$ cat config.mk
export PLATFORM = sky130hd
export DESIGN_NAME = usr_sync_port
export DESIGN_NICKNAME = d
export VERILOG_FILES = /design/src/verilog/usr_pkg.sv /design/src/verilog/usr_core_if.sv /design/src/verilog/usr_rx_fifo.sv /design/src/verilog/usr_baud_gen.sv /design/src/verilog/usr_sync_port.sv
export SDC_FILE = /design/constraint.sdc
export NUM_CORES = 1
export LEC_CHECK = 0
export BUFFER_PORTS_ARGS = -buffer_cell sky130_fd_sc_hd__buf_2
export CAP_MARGIN = 20
export CORE_ASPECT_RATIO = 1.2
export CORE_MARGIN = 5
export CORE_UTILIZATION = 55
export DETAILED_ROUTE_END_ITERATION = 7
export PLACE_DENSITY_LB_ADDON = 0.25
export REMOVE_ABC_BUFFERS = 1
export SYNTH_ARGS = -nofsm -noshare
export SYNTH_HDL_FRONTEND = slang
export SYNTH_SLANG_ARGS = --single-unit
$ cat constraint.sdc
create_clock -name clk_i -period 2.57 [get_ports clk_i]
set_input_delay 0.257 -clock clk_i [delete_from_list [all_inputs] [get_ports clk_i]]
set_output_delay 0.257 -clock clk_i [all_outputs]
set_load 0.02 [all_outputs]
$ cat src/verilog/usr_pkg.sv
// usr_pkg: register map, field positions, reset values and shared types of the
// synchronous serial port. Assumes word-aligned AHB-Lite access, index * 4.
`default_nettype none
package usr_pkg;
  // ****************************************
  // register indices (byte address = index * 4)
  // ****************************************
  localparam int IDX_W = 6;
  localparam logic [5:0] IDX_FLAGS = 6'h10;
  localparam logic [5:0] IDX_IEN = 6'h11;
  localparam logic [5:0] IDX_RECEIVE_STATUS_CONTROL = 6'h13;
  localparam logic [5:0] IDX_RCBUF = 6'h14;
  localparam logic [5:0] IDX_TRANSMIT_STATUS_CONTROL = 6'h15;
  localparam logic [5:0] IDX_TXBUF = 6'h16;
  localparam logic [5:0] IDX_BAUD = 6'h17;
  // ****************************************
  // field positions
  // ****************************************
  localparam int B_RCFLAG = 0;
  localparam int B_TXFLAG = 1;
  localparam int B_SERIAL_PORT_ENABLE = 7;
  localparam int B_RX9 = 6;
  localparam int B_SINGLE_RECEIVE_ENABLE = 5;
  localparam int B_CONTINUOUS_RECEIVE_ENABLE = 4;
  localparam int B_FRAMING_ERROR = 2;
  localparam int B_OVERRUN_ERROR = 1;
  localparam int B_RECEIVED_NINTH_BIT = 0;
  localparam int B_CLOCK_SOURCE_SELECT = 7;
  localparam int B_TX9 = 6;
  localparam int B_TRANSMIT_ENABLE = 5;
  localparam int B_SYNC = 4;
  localparam int B_TRMT = 1;
  localparam int B_TRANSMIT_NINTH_BIT = 0;
  // ****************************************
  // reset values and sizes
  // ****************************************
  localparam logic [7:0] FLAGS_RST = 8'h02;
  localparam logic [7:0] IEN_RST = 8'h00;
  localparam logic [7:0] RECEIVE_STATUS_CONTROL_RST = 8'h00;
  localparam logic [7:0] TRANSMIT_STATUS_CONTROL_RST = 8'h02;
  localparam logic [7:0] BAUD_RST = 8'h00;
  localparam int BAUD_W = 8;
  localparam logic [3:0] BITS_8 = 4'h8;
  localparam logic [3:0] BITS_9 = 4'h9;
  localparam int RX_DEPTH = 2;

  typedef struct packed {
    logic framing_error;
    logic ninth;
    logic [7:0] data;
  } usr_entry_t;
endpackage
`default_nettype wire

$ cat src/verilog/usr_core_if.sv
// usr_core_if: links the port core to its receive queue and baud generator.
// Assumes all three sit on the same clock.
`default_nettype none
interface usr_core_if;
  logic push;
  usr_pkg::usr_entry_t push_ent;
  logic pop;
  logic full;
  logic empty;
  usr_pkg::usr_entry_t head;
  logic run;
  logic [usr_pkg::BAUD_W-1:0] divisor;
  logic tick;
  modport core (output push, push_ent, pop, run, divisor, input full, empty, head, tick);
  modport fifo (input push, push_ent, pop, output full, empty, head);
  modport brg (input run, divisor, output tick);
endinterface
`default_nettype wire

$ cat src/verilog/usr_rx_fifo.sv
// usr_rx_fifo: receive queue of data, ninth bit and error per entry.
// Assumes push is only offered when not full; pop of an empty queue is ignored.
`default_nettype none
module usr_rx_fifo #(
  parameter int DEPTH = usr_pkg::RX_DEPTH
) (
  // clock and reset
  input wire logic clk_i,
  input wire logic reset_i,
  // core side
  usr_core_if.fifo fif
);
  localparam int PW = (DEPTH > 1) ? $clog2(DEPTH) : 1;
  localparam int CW = $clog2(DEPTH + 1);
  localparam logic [PW-1:0] LAST = PW'(DEPTH - 1);
  localparam logic [CW-1:0] FULLC = CW'(DEPTH);

  if (DEPTH < 2) begin : g_chk
    $error("usr_rx_fifo needs DEPTH of at least 2");
  end

  typedef struct packed {
    usr_pkg::usr_entry_t [DEPTH-1:0] mem;
    logic [PW-1:0] rd;
    logic [PW-1:0] wr;
    logic [CW-1:0] cnt;
  } usr_fifo_st_t;

  usr_fifo_st_t r, n;

  always_comb
  begin
    n = r;
    if (fif.pop && r.cnt != '0)
    begin
      n.rd = (r.rd == LAST) ? '0 : r.rd + 1'b1;
      n.cnt = n.cnt - 1'b1;
    end
    if (fif.push && r.cnt != FULLC)
    begin
      n.mem[r.wr] = fif.push_ent;
      n.wr = (r.wr == LAST) ? '0 : r.wr + 1'b1;
      n.cnt = n.cnt + 1'b1;
    end
  end

  always_ff @(posedge clk_i)
  begin
    if (reset_i)
      r <= '0;
    else
      r <= n;
  end

  assign fif.full = (r.cnt == FULLC);
  assign fif.empty = (r.cnt == '0);
  assign fif.head = r.mem[r.rd];
endmodule
`default_nettype wire

$ cat src/verilog/usr_baud_gen.sv
// usr_baud_gen: pulses tick once every divisor + 1 clocks while run is high.
// Assumes run low holds the counter at zero.
`default_nettype none
module usr_baud_gen (
  // clock and reset
  input wire logic clk_i,
  input wire logic reset_i,
  // core side
  usr_core_if.brg bif
);
  typedef struct packed {
    logic [usr_pkg::BAUD_W-1:0] cnt;
    logic tick;
  } usr_brg_st_t;

  usr_brg_st_t r, n;

  always_comb
  begin
    n = r;
    n.tick = 1'b0;
    if (!bif.run)
      n.cnt = '0;
    else if (r.cnt == bif.divisor)
    begin
      n.cnt = '0;
      n.tick = 1'b1;
    end
    else
      n.cnt = r.cnt + 1'b1;
  end

  always_ff @(posedge clk_i)
  begin
    if (reset_i)
      r <= '0;
    else
      r <= n;
  end

  assign bif.tick = r.tick;
endmodule
`default_nettype wire

$ cat src/verilog/usr_sync_port.sv
// usr_sync_port: half-duplex synchronous serial port, master or slave clock,
// with AHB-Lite register access. Assumes pins come from outside the clock domain.
//
// Functional notes
// - receive starts on single or continuous enable
// - data sampled on shift clock falling edge
// - single enable receives one word, then stops
// - continuous enable receives until cleared
// - both enables set acts as continuous
// - finished word moves to queue, sets flag
// - receive flag follows queue, not gated by any enable
// - receive queue holds two words
// - third word with full queue sets overrun
// - software clears overrun by clearing continuous enable
// - overrun blocks every move into queue
// - ninth bit queued with each word
// - data read advances ninth bit and error
// - dropping enables resets receive logic
// - clock select clear makes clock an input
// - slave transfers continue during sleep
// - transmit flag set when buffer moves out
// - enabled flag during sleep raises wake
// - slave ignores single receive enable
// - slave completes words during sleep
// - dropping transmit enables resets transmitter
// - transmit and receive never overlap
// - master drives clock pin when enabled
`default_nettype none
module usr_sync_port #(
  parameter int RX_DEPTH = usr_pkg::RX_DEPTH
) (
  // clock and reset
  input wire logic clk_i,
  input wire logic reset_i,
  // ahb-lite slave
  input wire logic hsel_i,
  input wire logic [31:0] haddr_i,
  input wire logic [1:0] htrans_i,
  input wire logic hwrite_i,
  input wire logic [2:0] hsize_i,
  input wire logic [31:0] hwdata_i,
  input wire logic hready_i,
  output logic [31:0] hrdata_o,
  output logic hreadyout_o,
  output logic hresp_o,
  // serial pins
  input wire logic serial_clock_pin_i,
  output logic serial_clock_pin_o,
  output logic serial_clock_pin_oe_o,
  input wire logic serial_data_pin_i,
  output logic serial_data_pin_o,
  output logic serial_data_pin_oe_o,
  // core power state
  input wire logic sleep_i,
  output logic irq_o,
  output logic wake_o
);
  // ****************************************
  // state
  // ****************************************
  typedef struct packed {
    logic ck_s1;
    logic ck_s2;
    logic ck_s3;
    logic dt_s1;
    logic dt_s2;
    logic serial_port_enable;
    logic ninth_bit_receive_enable;
    logic single_receive_enable;
    logic continuous_receive_enable;
    logic overrun_error;
    logic clock_source_select;
    logic ninth_bit_transmit_enable;
    logic transmit_enable;
    logic sync_mode;
    logic transmit_ninth_bit;
    logic receive_irq_enable;
    logic transmit_irq_enable;
    logic [usr_pkg::BAUD_W-1:0] baud_divisor;
    logic [7:0] transmit_buffer;
    logic txbuf_full;
    logic [8:0] transmit_shift_register;
    logic [3:0] tx_cnt;
    logic tx_busy;
    logic [8:0] receive_shift_register;
    logic [3:0] rx_cnt;
    logic ninth_hold;
    logic ck_out;
    logic ck_oe;
    logic dt_out;
    logic dt_oe;
    logic irq;
    logic wake;
    logic hready;
    logic [31:0] hrdata;
    logic ap_valid;
    logic ap_write;
    logic [usr_pkg::IDX_W-1:0] ap_idx;
  } usr_port_st_t;

  usr_port_st_t r, n;
  usr_core_if cif ();

  usr_rx_fifo #(
    .DEPTH(RX_DEPTH)
  ) u_rx_fifo (
    .clk_i(clk_i),
    .reset_i(reset_i),
    .fif(cif.fifo)
  );

  usr_baud_gen u_baud_gen (
    .clk_i(clk_i),
    .reset_i(reset_i),
    .bif(cif.brg)
  );

  logic sync_on, master, rx_on, tx_on, run, rise, fall, word_done;
  logic receive_flag, transmit_flag;
  logic [3:0] rx_bits, tx_bits;
  logic [8:0] rsr_nxt;
  logic [7:0] rd_val;

  // ****************************************
  // mode decode
  // ****************************************
  always_comb
  begin
    sync_on = r.serial_port_enable & r.sync_mode;
    master = r.clock_source_select;
    // slave looks only at the continuous enable; it also wins over single
    rx_on = sync_on & (r.continuous_receive_enable | (master & r.single_receive_enable));
    // receive overrides transmit so the data pin is never shared
    tx_on = sync_on & r.transmit_enable & ~rx_on;
    // generator sits in reset unless a transfer needs the clock; frozen in sleep
    run = sync_on & master & ~sleep_i & (rx_on | (tx_on & r.tx_busy));
    if (master)
    begin
      rise = run & cif.tick & ~r.ck_out;
      fall = run & cif.tick & r.ck_out;
    end
    else
    begin
      // slave edges come from the pin, so sleep of the core does not matter
      rise = r.ck_s2 & ~r.ck_s3;
      fall = ~r.ck_s2 & r.ck_s3;
    end
    rx_bits = r.ninth_bit_receive_enable ? usr_pkg::BITS_9 : usr_pkg::BITS_8;
    tx_bits = r.ninth_bit_transmit_enable ? usr_pkg::BITS_9 : usr_pkg::BITS_8;
    rsr_nxt = {r.dt_s2, r.receive_shift_register[8:1]};
    word_done = rx_on & fall & (r.rx_cnt + 4'h1 == rx_bits);
    receive_flag = ~cif.empty;
    transmit_flag = ~r.txbuf_full;
  end

  // ****************************************
  // register read mux
  // ****************************************
  always_comb
  begin
    rd_val = 8'h00;
    unique case (r.ap_idx)
      usr_pkg::IDX_FLAGS:
        rd_val = {6'h00, transmit_flag, receive_flag};
      usr_pkg::IDX_IEN:
        rd_val = {6'h00, r.transmit_irq_enable, r.receive_irq_enable};
      usr_pkg::IDX_RECEIVE_STATUS_CONTROL:
        rd_val = {r.serial_port_enable, r.ninth_bit_receive_enable, r.single_receive_enable,
                  r.continuous_receive_enable, 1'b0, cif.head.framing_error, r.overrun_error, cif.head.ninth};
      usr_pkg::IDX_RCBUF:
        rd_val = cif.head.data;
      usr_pkg::IDX_TRANSMIT_STATUS_CONTROL:
        rd_val = {r.clock_source_select, r.ninth_bit_transmit_enable, r.transmit_enable,
                  r.sync_mode, 2'b00, ~r.tx_busy, r.transmit_ninth_bit};
      usr_pkg::IDX_TXBUF:
        rd_val = r.transmit_buffer;
      usr_pkg::IDX_BAUD:
        rd_val = r.baud_divisor;
      default:
        rd_val = 8'h00;
    endcase
  end

  // ****************************************
  // next state
  // ****************************************
  always_comb
  begin
    n = r;
    cif.push = 1'b0;
    cif.push_ent = '0;
    cif.pop = 1'b0;
    n.ck_s1 = serial_clock_pin_i;
    n.ck_s2 = r.ck_s1;
    n.ck_s3 = r.ck_s2;
    n.dt_s1 = serial_data_pin_i;
    n.dt_s2 = r.dt_s1;

    // master shift clock
    if (!run)
      n.ck_out = 1'b0;
    else if (cif.tick)
      n.ck_out = ~r.ck_out;
    n.ck_oe = sync_on & master;

    // transmitter; the holding buffer survives a reset so it may be loaded first
    if (!(sync_on & r.transmit_enable))
    begin
      n.tx_busy = 1'b0;
      n.tx_cnt = 4'h0;
    end
    else if (!r.tx_busy)
    begin
      if (r.txbuf_full && !rx_on)
      begin
        // buffer empties here, which is what raises the transmit flag
        n.transmit_shift_register = {r.transmit_ninth_bit, r.transmit_buffer};
        n.txbuf_full = 1'b0;
        n.tx_busy = 1'b1;
        n.tx_cnt = 4'h0;
      end
    end
    else if (rise && tx_on && r.tx_cnt != tx_bits)
    begin
      n.dt_out = r.transmit_shift_register[0];
      n.transmit_shift_register = {1'b0, r.transmit_shift_register[8:1]};
      n.tx_cnt = r.tx_cnt + 4'h1;
    end
    else if (fall && r.tx_cnt == tx_bits)
      n.tx_busy = 1'b0;
    n.dt_oe = tx_on;

    // bus: address phase, then data phase; reads take one wait state
    n.ap_valid = 1'b0;
    n.hready = 1'b1;
    if (r.ap_valid && !r.ap_write)
    begin
      n.hrdata = {24'h000000, rd_val};
      if (r.ap_idx == usr_pkg::IDX_RCBUF)
        cif.pop = 1'b1;
    end
    if (r.ap_valid && r.ap_write)
    begin
      unique case (r.ap_idx)
        usr_pkg::IDX_IEN:
        begin
          n.receive_irq_enable = hwdata_i[usr_pkg::B_RCFLAG];
          n.transmit_irq_enable = hwdata_i[usr_pkg::B_TXFLAG];
        end
        usr_pkg::IDX_RECEIVE_STATUS_CONTROL:
        begin
          n.serial_port_enable = hwdata_i[usr_pkg::B_SERIAL_PORT_ENABLE];
          n.ninth_bit_receive_enable = hwdata_i[usr_pkg::B_RX9];
          n.single_receive_enable = hwdata_i[usr_pkg::B_SINGLE_RECEIVE_ENABLE];
          n.continuous_receive_enable = hwdata_i[usr_pkg::B_CONTINUOUS_RECEIVE_ENABLE];
          // overrun only goes away when software drops the continuous enable or the port enable
          if (!hwdata_i[usr_pkg::B_CONTINUOUS_RECEIVE_ENABLE] || !hwdata_i[usr_pkg::B_SERIAL_PORT_ENABLE])
            n.overrun_error = 1'b0;
        end
        usr_pkg::IDX_TRANSMIT_STATUS_CONTROL:
        begin
          n.clock_source_select = hwdata_i[usr_pkg::B_CLOCK_SOURCE_SELECT];
          n.ninth_bit_transmit_enable = hwdata_i[usr_pkg::B_TX9];
          n.transmit_enable = hwdata_i[usr_pkg::B_TRANSMIT_ENABLE];
          n.sync_mode = hwdata_i[usr_pkg::B_SYNC];
          n.transmit_ninth_bit = hwdata_i[usr_pkg::B_TRANSMIT_NINTH_BIT];
        end
        usr_pkg::IDX_TXBUF:
        begin
          n.transmit_buffer = hwdata_i[7:0];
          n.txbuf_full = 1'b1;
        end
        usr_pkg::IDX_BAUD:
          n.baud_divisor = hwdata_i[7:0];
        default:
        begin
        end
      endcase
    end
    if (hsel_i && hready_i && htrans_i[1])
    begin
      n.ap_valid = 1'b1;
      n.ap_write = hwrite_i;
      n.ap_idx = haddr_i[7:2];
      n.hready = hwrite_i;
    end

    // receiver; applied after bus writes so a hardware set beats a clear
    if (!rx_on)
      n.rx_cnt = 4'h0;
    else if (fall)
    begin
      n.receive_shift_register = rsr_nxt;
      n.rx_cnt = r.rx_cnt + 4'h1;
      if (word_done)
      begin
        n.rx_cnt = 4'h0;
        if (r.ninth_bit_receive_enable)
        begin
          cif.push_ent.data = rsr_nxt[7:0];
          cif.push_ent.ninth = rsr_nxt[8];
        end
        else
        begin
          cif.push_ent.data = rsr_nxt[8:1];
          cif.push_ent.ninth = r.ninth_hold;
        end
        if (r.overrun_error)
          cif.push = 1'b0;
        else if (cif.full)
          n.overrun_error = 1'b1;
        else
        begin
          cif.push = 1'b1;
          n.ninth_hold = cif.push_ent.ninth;
        end
        // single mode ends after one word unless continuous is also set
        if (!r.continuous_receive_enable)
          n.single_receive_enable = 1'b0;
      end
    end

    n.irq = (receive_flag & r.receive_irq_enable) | (transmit_flag & r.transmit_irq_enable);
    n.wake = sleep_i & n.irq;
  end

  assign cif.run = run;
  assign cif.divisor = r.baud_divisor;

  // ****************************************
  // registers
  // ****************************************
  always_ff @(posedge clk_i)
  begin
    if (reset_i)
    begin
      r <= '0;
      r.txbuf_full <= ~usr_pkg::FLAGS_RST[usr_pkg::B_TXFLAG];
      r.hready <= 1'b1;
    end
    else
      r <= n;
  end

  assign hrdata_o = r.hrdata;
  assign hreadyout_o = r.hready;
  assign hresp_o = 1'b0;
  assign serial_clock_pin_o = r.ck_out;
  assign serial_clock_pin_oe_o = r.ck_oe;
  assign serial_data_pin_o = r.dt_out;
  assign serial_data_pin_oe_o = r.dt_oe;
  assign irq_o = r.irq;
  assign wake_o = r.wake;
endmodule
`default_nettype wire

After elaboration in Yosys (flattened, before gate mapping)
Cells that the tools add are included.
Storage, ports and cells
  register bits: 118
  input bits: 77
  output and inout port bits: 40
  logic and storage cells: 194
Cells by class
  $add $sub $neg: 7
  magnitude comparators: 3
  eq/ne operators: 14
  mux-type cells: 53
  bitwise operators: 35
  reductions and logical operators: 34
Operators with widths (count)
  8-bit case mux with 7 select lines: 1
  9-bit 2-to-1 mux: 5
  6-bit by 5-bit == test with 1-bit output (second input constant): 7
  10-bit 2-to-1 mux: 4
  1-bit 2-to-1 mux: 29
  27-bit 2-to-1 mux: 1
  20-bit bitwise mux: 1
  1-bit AND: 19
  8-bit 2-to-1 mux: 2
  15-bit 2-to-1 mux: 1
  14-bit 2-to-1 mux: 1
  2-bit AND reduction: 7
  13-bit 2-to-1 mux: 1
  1-bit inverter: 13
  1-bit logical AND: 11
  10-bit demux with 1-bit select: 1
  5-bit 2-to-1 mux: 2
  4-bit by 1-bit adder with 4-bit output (second input constant): 2
  8-bit by 1-bit adder with 8-bit output (second input constant): 1
  4-bit == test: 2
  8-bit == test: 1
  2-bit OR reduction: 4
  2-bit 2-to-1 mux: 3
  3-bit AND reduction: 2
  17 further kinds: 25

Logic depth before layout (Yosys ltp)
Gate-level depths: netlist of the first run.
  word-level depth: 23
  depth in mapped cells: 8
  depth with buffers taken out: 7

By module
A second synthesis of the first run with hierarchy kept.
Unflattened totals
  cells, all modules: 637
  area total of the unflattened synthesis: 5789.3 sq um
Modules (own cells, without submodules)
  usr_sync_port: instances 1, cells an instance 462, area each 4219.0 sq um, seq. area each 1681.6 sq um
  usr_rx_fifo: instances 1, cells an instance 127, area each 1062.3 sq um, seq. area each 480.5 sq um
  usr_baud_gen: instances 1, cells an instance 48, area each 508.0 sq um, seq. area each 180.2 sq um

Least setup slack after synthesis of the first run
OpenSTA, ideal clock, no wires.
  path type: register -> register
  start point: reg r, in the netlist master
  end point: reg r[66] (netlist bit)
  library setup time: 0.121 ns
  data arrival time: 1.764 ns
  data required time: 2.449 ns
  setup slack: 0.686 ns
  cell stages (with the launch flop): 6
  buffers on the path: 1
  clock period less this slack: 1.884 ns
  cell sequence: dfxtp_1 buf_2 a21oi_4 o21ai_0 o31ai_2 mux2_2
On the way
  word-level cells in the longest chain between the ends: 15
  elaborated cells between the ends (all ways): 20
  classes of those cells: eq/ne: 1; mux: 1; bitwise: 12; reduce/logical: 6
Ends and longest elaborated chain
  from (decl): RTL line usr_sync_port.sv:101  | usr_port_st_t r, n;
  from (signal assigned): RTL line usr_sync_port.sv:342  | r <= n;
  1-bit AND: RTL line usr_sync_port.sv:132  | rx_on = sync_on & (r.continuous_receive_enable | (master & r.single_receive_enable));
  1-bit bitwise OR: RTL line usr_sync_port.sv:132
  1-bit AND: RTL line usr_sync_port.sv:132
  1-bit inverter (no line)
  1-bit AND: RTL line usr_sync_port.sv:134  | tx_on = sync_on & r.transmit_enable & ~rx_on;
  1-bit AND: RTL line usr_sync_port.sv:136  | run = sync_on & master & ~sleep_i & (rx_on | (tx_on & r.tx_busy));
  1-bit bitwise OR: RTL line usr_sync_port.sv:136
  1-bit AND: RTL line usr_sync_port.sv:136
  1-bit AND (2 in a row): RTL line usr_sync_port.sv:139  | rise = run & cif.tick & ~r.ck_out;
  1-bit 2-to-1 mux: RTL line usr_sync_port.sv:137  | if (master)
  1-bit logical AND (2 in a row): RTL line usr_sync_port.sv:223  | else if (rise && tx_on && r.tx_cnt != tx_bits)
  2-bit by 1-bit != test with 1-bit output (no line)
  3-bit AND reduction (no line) *
Every way passes the cells marked *; elsewhere a longest branch is shown, timed or not.
A chain may end at the register's enable or synchronous reset.

Worst setup path after layout of the first run
  start point: reg r, in the netlist master
  end point: reg u_rx_fifo.r[8] (netlist bit)
On the way
  word-level cells in the longest chain between the ends: 17
  elaborated cells between the ends (all ways): 23
  classes of those cells: mux: 8; bitwise: 14; reduce/logical: 1
Ends and longest elaborated chain
  1-bit AND: RTL line usr_sync_port.sv:132
  1-bit bitwise OR: RTL line usr_sync_port.sv:132
  1-bit AND: RTL line usr_sync_port.sv:132
  1-bit inverter (no line)
  1-bit AND: RTL line usr_sync_port.sv:134
  1-bit AND: RTL line usr_sync_port.sv:136
  1-bit bitwise OR: RTL line usr_sync_port.sv:136
  1-bit AND: RTL line usr_sync_port.sv:136
  1-bit AND (2 in a row): RTL line usr_sync_port.sv:140  | fall = run & cif.tick & r.ck_out;
  1-bit 2-to-1 mux: RTL line usr_sync_port.sv:137
  1-bit AND (2 in a row): RTL line usr_sync_port.sv:151  | word_done = rx_on & fall & (r.rx_cnt + 4'h1 == rx_bits);
  9-bit 2-to-1 mux / 1-bit 2-to-1 mux (equally long branches): RTL line usr_sync_port.sv:295  | if (word_done)
  9-bit 2-to-1 mux / 1-bit 2-to-1 mux (equally long branches): RTL line usr_sync_port.sv:291  | else if (fall)
  9-bit 2-to-1 mux / 1-bit 2-to-1 mux (equally long branches): RTL line usr_sync_port.sv:289  | if (!rx_on)
  20-bit bitwise mux / 1-bit logical AND (equally long branches): RTL line usr_rx_fifo.sv:41, usr_rx_fifo.sv:39
  to (signal assigned): RTL line usr_rx_fifo.sv:52  | r <= n;
  to (decl): RTL line usr_rx_fifo.sv:29  | usr_fifo_st_t r, n;
Parallel ways exist; a longest one is shown, timed or not.

==> results of run 1 <==
cells in the final DEF (no fill, tap or decap), drive strengths merged, types with 3 or more instances in the layout:
master / instances
dfxtp: 115
nor2: 76
mux2i: 66
buf: 52
a21oi: 41
nand2: 26
conb: 25
clkbuf: 23
nand3: 18
a211oi: 17
mux2: 15
xor2: 14
nor3: 14
nor2b: 13
o21ai: 12
nand3b: 11
inv: 10
xnor2: 9
a311oi: 9
nand2b: 7
or3: 7
and3: 6
bufinv: 6
ha: 5
nor4: 5
a32oi: 4
clkinv: 4
nand4: 3
and2: 3
a22oi: 3
o31ai: 3
a21boi: 3
routing by layer:
layer	vias up	routed length [µm]	track usage (%)	share of wire, %
met2	115	5970	33.9	48
met5	-	0	0	0
met3	24	625	6.06	5.0
li1	2147	-	-	-
met1	2051	5570	27.1	45
met4	0	328	9.60	2.6
metrics by stage:
stage	util, %	worst slack [ns]	hold WS [ns]
after global placement	57.2	0.434	0.427
after global routing	64.1	0.220	0.0506
final	64.1	0.369	0.0536
after floorplan	-	-0.322	0.326
after detailed placement	57.2	0.423	0.432
after CTS	64.1	0.367	0.0367
power by group through the flow:
stage	Combinational (mW)	Sequential, mW	Clock, mW
floorplan	0.0619	1.84	0
global placement	0.121	1.84	0
detailed placement	0.123	1.84	0
CTS	0.124	1.80	2.73
global route	0.136	1.80	2.83
finish	0.125	1.80	2.70
layout make-up:
cell class                      instances  area share [%]
Clock buffer                           23            7.64
Multi-Input combinational cell        437            45.3
Clock inverter                          9            3.10
Inverter                               12           0.705
Sequential cell                       115            36.0
Timing Repair Buffer                   52            4.70
Tap cell                              126            2.47
cells by family after synthesis:
logic type,count (synthesis),synth area share [%]
muxes,81,14.9
AOI/OAI and AO/OA,108,13.0
adders and majority gates,5,1.12
xor gates and xnor gates,23,3.62
DFF,115,41.4
buffers and inverters,82,8.19
other,1,0.0674
and+or+nand+nor,195,17.7
worst register-to-register path: stages, from the launching register on:
cell and delay (ns):
dfxtp_1 0.42, or3b_1 0.45, a211oi_2 0.31, and4_1 0.33, buf_4 0.19, a21oi_1 0.08, a311oi_1 0.32
flip-flops by register name, indices dropped and copies added (netlist names), 3 cells and up:
register	flops
cif.divisor	8
n	3
u_baud_gen.r	8
hrdata_o	8
u_rx_fifo.r	22
r	57
worst min path at each step:
stage,endpoint,slack [ns],depth (start not counted)
3_5_place_dp,n[106],0.43,1
6_report,n[104],0.05,2
2_1_floorplan,hrdata_o[5],0.33,1
5_1_grt,n[104],0.05,2
4_1_cts,hreadyout_o,0.04,2
3_3_place_gp,r[104],0.43,1
==> run_results.csv, run 1 <==
group,metric,value,unit
clock_tree,worstSkewPairLatency,0.41,ns
cells_and_area,diodes,0,
cells_and_area,ff_latch_area,2300,µm²
synthesis,yosysTopAreaCellShare,41.4,%
power,ir_drop,0.000521,V
sta,hold_viol,0,
route,via_count,4337,
sta,rsz0062_at_grt,"no",
synthesis,synth_ff_type,"dfxtp_1",
floorplan,initial_utilization,55.9,%
cells_and_area,final_cells,774,
sta,setup_viol,0,
setup_path,cp-start-kind,"flop",
setup_path,worstReg2RegStart,"master",
grt,grt_pass1_vias,4208,
grt,track_usage,21.4,%
sta,fin_tns_setup,0,ns
synthesis,synth_seq_cells,115,
power,clkPwrFrac,58.4,%
clock_tree,ctsResizeCount,0,
setup_path,critPathSlowestCell,"or3b_1",
grt,overflow,0,
place,numPortBuffers,37,
synthesis,netlist_top_cells_count,"dfxtp_1, nor2_1, mux2i_1, a21oi_1, buf_4",
setup_path,crit_path_max_fanout,9,
floorplan,die_area,12200,µm²
place,placed_area,5700,µm²
place,hpwl,8650,µm
power,power_frac_seq,38.9,%
power,p_switching,0.888,mW
synthesis,ys_seq_area_share,41.4,%
setup_path,reg2regPathDepth,6,
outcome,status,"completed",
route,firstDrtPassIters,5,
floorplan,boundaryPins,117,
setup_path,reg2reg_to,"u_rx_fifo.r[8]",
grt,grt_pass1_wl,20600,µm
synthesis,yosysTopAreaCell,"dfxtp_1",
floorplan,die_x,102,µm
synthesis,synthArstFlopShare,0,%
route,wl_per_cell,16.1,µm
synthesis,syn_avg_cell_area,9.12,µm²
setup_path,crit_type,"flop to flop",
clock_tree,numClockSinks,115,
hold_path,hp-start,"serial_data_pin_i",
clock_tree,root_buffer,"clkbuf_16",
clock_tree,htreeDepth,4,
sta,fin_crit_sh,85.6,%
setup_path,reg2reg_slack,0.37,ns
route,wirelength,12500,µm
floorplan,floorplan.die.height,120,µm
floorplan,rows,40,
clock_tree,cts_tree,"yes",
hold_path,holdCritPathClass,"input pin to flop",
clock_tree,cts_setup_buffers,0,
setup_path,cp_slowest_stage_delay,0.45,ns
power,sw_frac_of_total,19.2,%
cells_and_area,fin_nets,717,
cells_and_area,syn_to_final_growth,14.8,%
setup_path,path_depth,6,
cells_and_area,fillers,835,
clock_tree,clk_pin_slew,0.05,ns
route,drc,0,
power,internal_power,3.74,mW
power,power_density,725,nW/µm²
cells_and_area,multi_input_area,2900,µm²
power,p_total,4.63,mW
setup_path,cp_cell_sequence,"or3b_1 > a211oi_2 > and4_1 > buf_4 > a21oi_1 > a311oi_1",
sta,fin_skew,0.00615,ns
grt,antenna_found_initial,0,
synthesis,yosys_warnings,0,
clock_tree,ctsHoldBuffers,0,
synthesis,netlist_instances,610,
sta,max_slew.worst_pin.slew,0.827,ns
cells_and_area,fin_area,6390,µm²
setup_path,crit_path_end,"u_rx_fifo.r[8]",
power,leakagePower,2.38,nW
sta,max_freq,0.454,GHz
job,cap_violations,0,
setup_path,path_buf_inv,1,
setup_path,crit_family,"simple AND/OR/NAND/NOR gates",
route,drtIter0Drc,198,
route,viasPerCell,5.60,
place,placedCellCount,742,
grt,grt_max_degree,85,
sta,max_slew_margin,44.8,%
synthesis,synth_edf_count,0,
sta,slew_viol_final,0,
synthesis,synth.most_common_cell,"dfxtp_1",
setup_path,end_kind,"flop",
synthesis,netlist_area,5560,µm²
floorplan,core_area,9960,µm²
setup_path,required,2.87,ns
route,antenna_left,0,
power,combPwrFrac,2.7,%
sta,period_needed,2.20,ns
setup_path,crit_path_start,"master",
cells_and_area,drive_gt1_share,16.4,%
place,gp_congestion,0.883,
clock_tree,cts_buffers,17,
synthesis,synth_area_leaders,"dfxtp_1, mux2i_1, nor2_1, buf_4, a21oi_1",
clock_tree,cts_buffer_depth,2,
setup_path,crit_arrival,2.50,ns
synthesis,synth_cell_types,57,
Power figures use the tool's default switching activity.
==> inputs of run 2 (changes only) <==
BUFFER_PORTS_ARGS = default   (was -buffer_cell sky130_fd_sc_hd__buf_2)
CORE_UTILIZATION = 60   (was 55)
DONT_BUFFER_PORTS = 1   (was default)
REMOVE_ABC_BUFFERS = default   (was 1)
==> run 2 against run 1 <==
Clock skew increased by 0.0034 ns; non-clock buffer count down 20; sequential cell count unchanged; sequential share of layout area is 0.44 points higher; count of clock-buffer cells in the layout fell by 1; highest routed layer unchanged.
==> run_results.csv, run 2 (same netlist as run 1, synthesis figures left out) <==
group,metric,value,unit
outcome,status,"completed",
cells_and_area,syn_to_final_growth,13.4,%
cells_and_area,largest_register_ffs,57,
power,clkPwrFrac,55.5,%
floorplan,initial_utilization,61.6,%
power,p_switching,0.891,mW
clock_tree,htreeDepth,4,
hold_path,whs_path_depth,2,
clock_tree,clk_pin_slew,0.06,ns
route,firstDrtPassIters,6,
sta,max_freq,0.449,GHz
sta,fin_skew,0.00951,ns
power,leakagePower,2.25,nW
cells_and_area,final_cell_mix,"dfxtp_1, nor2_1, mux2i_1",
floorplan,core_area,9030,µm²
clock_tree,cts_buffers,17,
grt,overflow,0,
setup_path,required,2.99,ns
cells_and_area,fin_nets,697,
sta,fin_tns_setup,0,ns
grt,grt_pass1_vias,4209,
cells_and_area,top_register,"r",
cells_and_area,multi_input_area,2900,µm²
setup_path,cp-start-kind,"flop",
setup_path,reg2regPathDepth,6,
cells_and_area,ff_latch_area,2300,µm²
clock_tree,numClockSinks,115,
route,viasPerCell,5.70,
route,via_count,4266,
floorplan,die_x,97.9,µm
setup_path,crit_type,"flop to flop",
setup_path,reg2reg_slack,0.34,ns
power,internal_power,3.45,mW
place,placedCellCount,696,
place,gp_congestion,0.918,
power,power_frac_seq,41.4,%
grt,grt_pass1_wl,20900,µm
place,numPortBuffers,0,
clock_tree,root_buffer,"clkbuf_8",
setup_path,crit_path_max_fanout,31,
cells_and_area,final_common_cell,"dfxtp_1",
sta,slew_viol_final,0,
route,antenna_left,0,
sta,setup_viol,0,
clock_tree,cts_setup_buffers,0,
grt,antenna_found_initial,0,
cells_and_area,fillers,726,
route,wirelength,12700,µm
setup_path,crit_arrival,2.65,ns
route,wl_per_cell,16.9,µm
clock_tree,cts_tree,"yes",
floorplan,rows,38,
cells_and_area,final_cells,748,
job,cap_violations,0,
cells_and_area,drive_gt1_share,10.5,%
setup_path,worstReg2RegStart,"master",
cells_and_area,reg_top3,"r (57), u_rx_fifo.r (22)",
floorplan,die_area,11300,µm²
sta,rsz0062_at_grt,"no",
place,hpwl,8560,µm
power,power_density,688,nW/µm²
cells_and_area,diodes,0,
route,drtIter0Drc,280,
setup_path,reg2reg_to,"u_rx_fifo.r[7]",
hold_path,whs_endpoint,"r[49]",
sta,max_slew.worst_pin.slew,0.709,ns
hold_path,holdCritPathClass,"input pin to flop",
clock_tree,cts_buffer_depth,2,
sta,hold_viol,0,
floorplan,floorplan.die.height,115,µm
sta,max_slew_margin,52.4,%
grt,grt_max_degree,106,
setup_path,end_kind,"flop",
route,drc,0,
power,combPwrFrac,3.1,%
power,ir_drop,0.000449,V
sta,period_needed,2.23,ns
clock_tree,worstSkewPairLatency,0.53,ns
power,sw_frac_of_total,20.5,%
sta,fin_crit_sh,86.7,%
clock_tree,ctsResizeCount,0,
cells_and_area,fin_util,69.8,%
floorplan,boundaryPins,117,
grt,track_usage,23.4,%
hold_path,hp-start,"reset_i",
==> run 2: how the worst max path moves through the flow <==
stage           start              to  slack (ns)  cells after the start
3_5_place_dp   master  u_rx_fifo.r[7]        0.37                      6
2_1_floorplan  master           r[66]        0.69                      5
4_1_cts        master  u_rx_fifo.r[7]        0.34                      6
6_report       master  u_rx_fifo.r[7]        0.34                      6
5_1_grt         r[48]  u_rx_fifo.r[8]        0.17                      7
3_3_place_gp   master  u_rx_fifo.r[6]        0.44                      6
==> run 2: power groups by stage <==
stage / sequential (mW) / clock, mW / combinational [mW]
final: 1.80 / 2.41 / 0.137
after global routing: 1.80 / 2.53 / 0.146
after CTS: 1.80 / 2.44 / 0.134
after detailed placement: 1.84 / 0 / 0.0748
after global placement: 1.84 / 0 / 0.0739
after floorplan: 1.83 / 0 / 0.119
==> run 2: cell type report <==
type,instances,share of cell area (%)
multi-input cells,437,45.9
flip-flops and latches,115,36.5
inverters,12,0.714
well taps,120,2.38
repair buffers,32,4.88
clock buffers,22,7.18
clock inverters,10,2.46
==> run 2: what timing repair did <==
action,in CTS,in global routing
setup endpoints to repair,0,0
endpoints found under the hold margin,103,0
hold buffers,20,0
==> run 2: worst max-delay path: stages, from the launching register on <==
cell and delay [ns]:
dfxtp_1 0.42, or3b_1 0.44, a211oi_2 0.29, and4_1 0.26
buf_4 0.31, a21oi_1 0.11, a311oi_1 0.28
==> run 2: stage by stage <==
stage	area (µm²)	setup WS [ns]	hold slack, ns	total power, mW
2_1_floorplan	5650	0.686	0.361	1.95
3_3_place_gp	5480	0.442	0.344	1.91
3_5_place_dp	5480	0.365	0.344	1.91
4_1_cts	6310	0.343	0.0193	4.37
5_1_grt	6310	0.173	0.0270	4.48
6_report	6310	0.343	0.0484	4.34
==> run 2: layer usage <==
metal | track usage [%] | part of all wire, % | routed length [µm] | vias to the layer above
li1 | - | - | - | 2109
met1 | 25.5 | 40 | 5110 | 2032
met2 | 41.6 | 52 | 6550 | 95
met3 | 7.16 | 5.1 | 647 | 30
met4 | 11.1 | 2.8 | 350 | 0
met5 | 0 | 0 | 0 | -
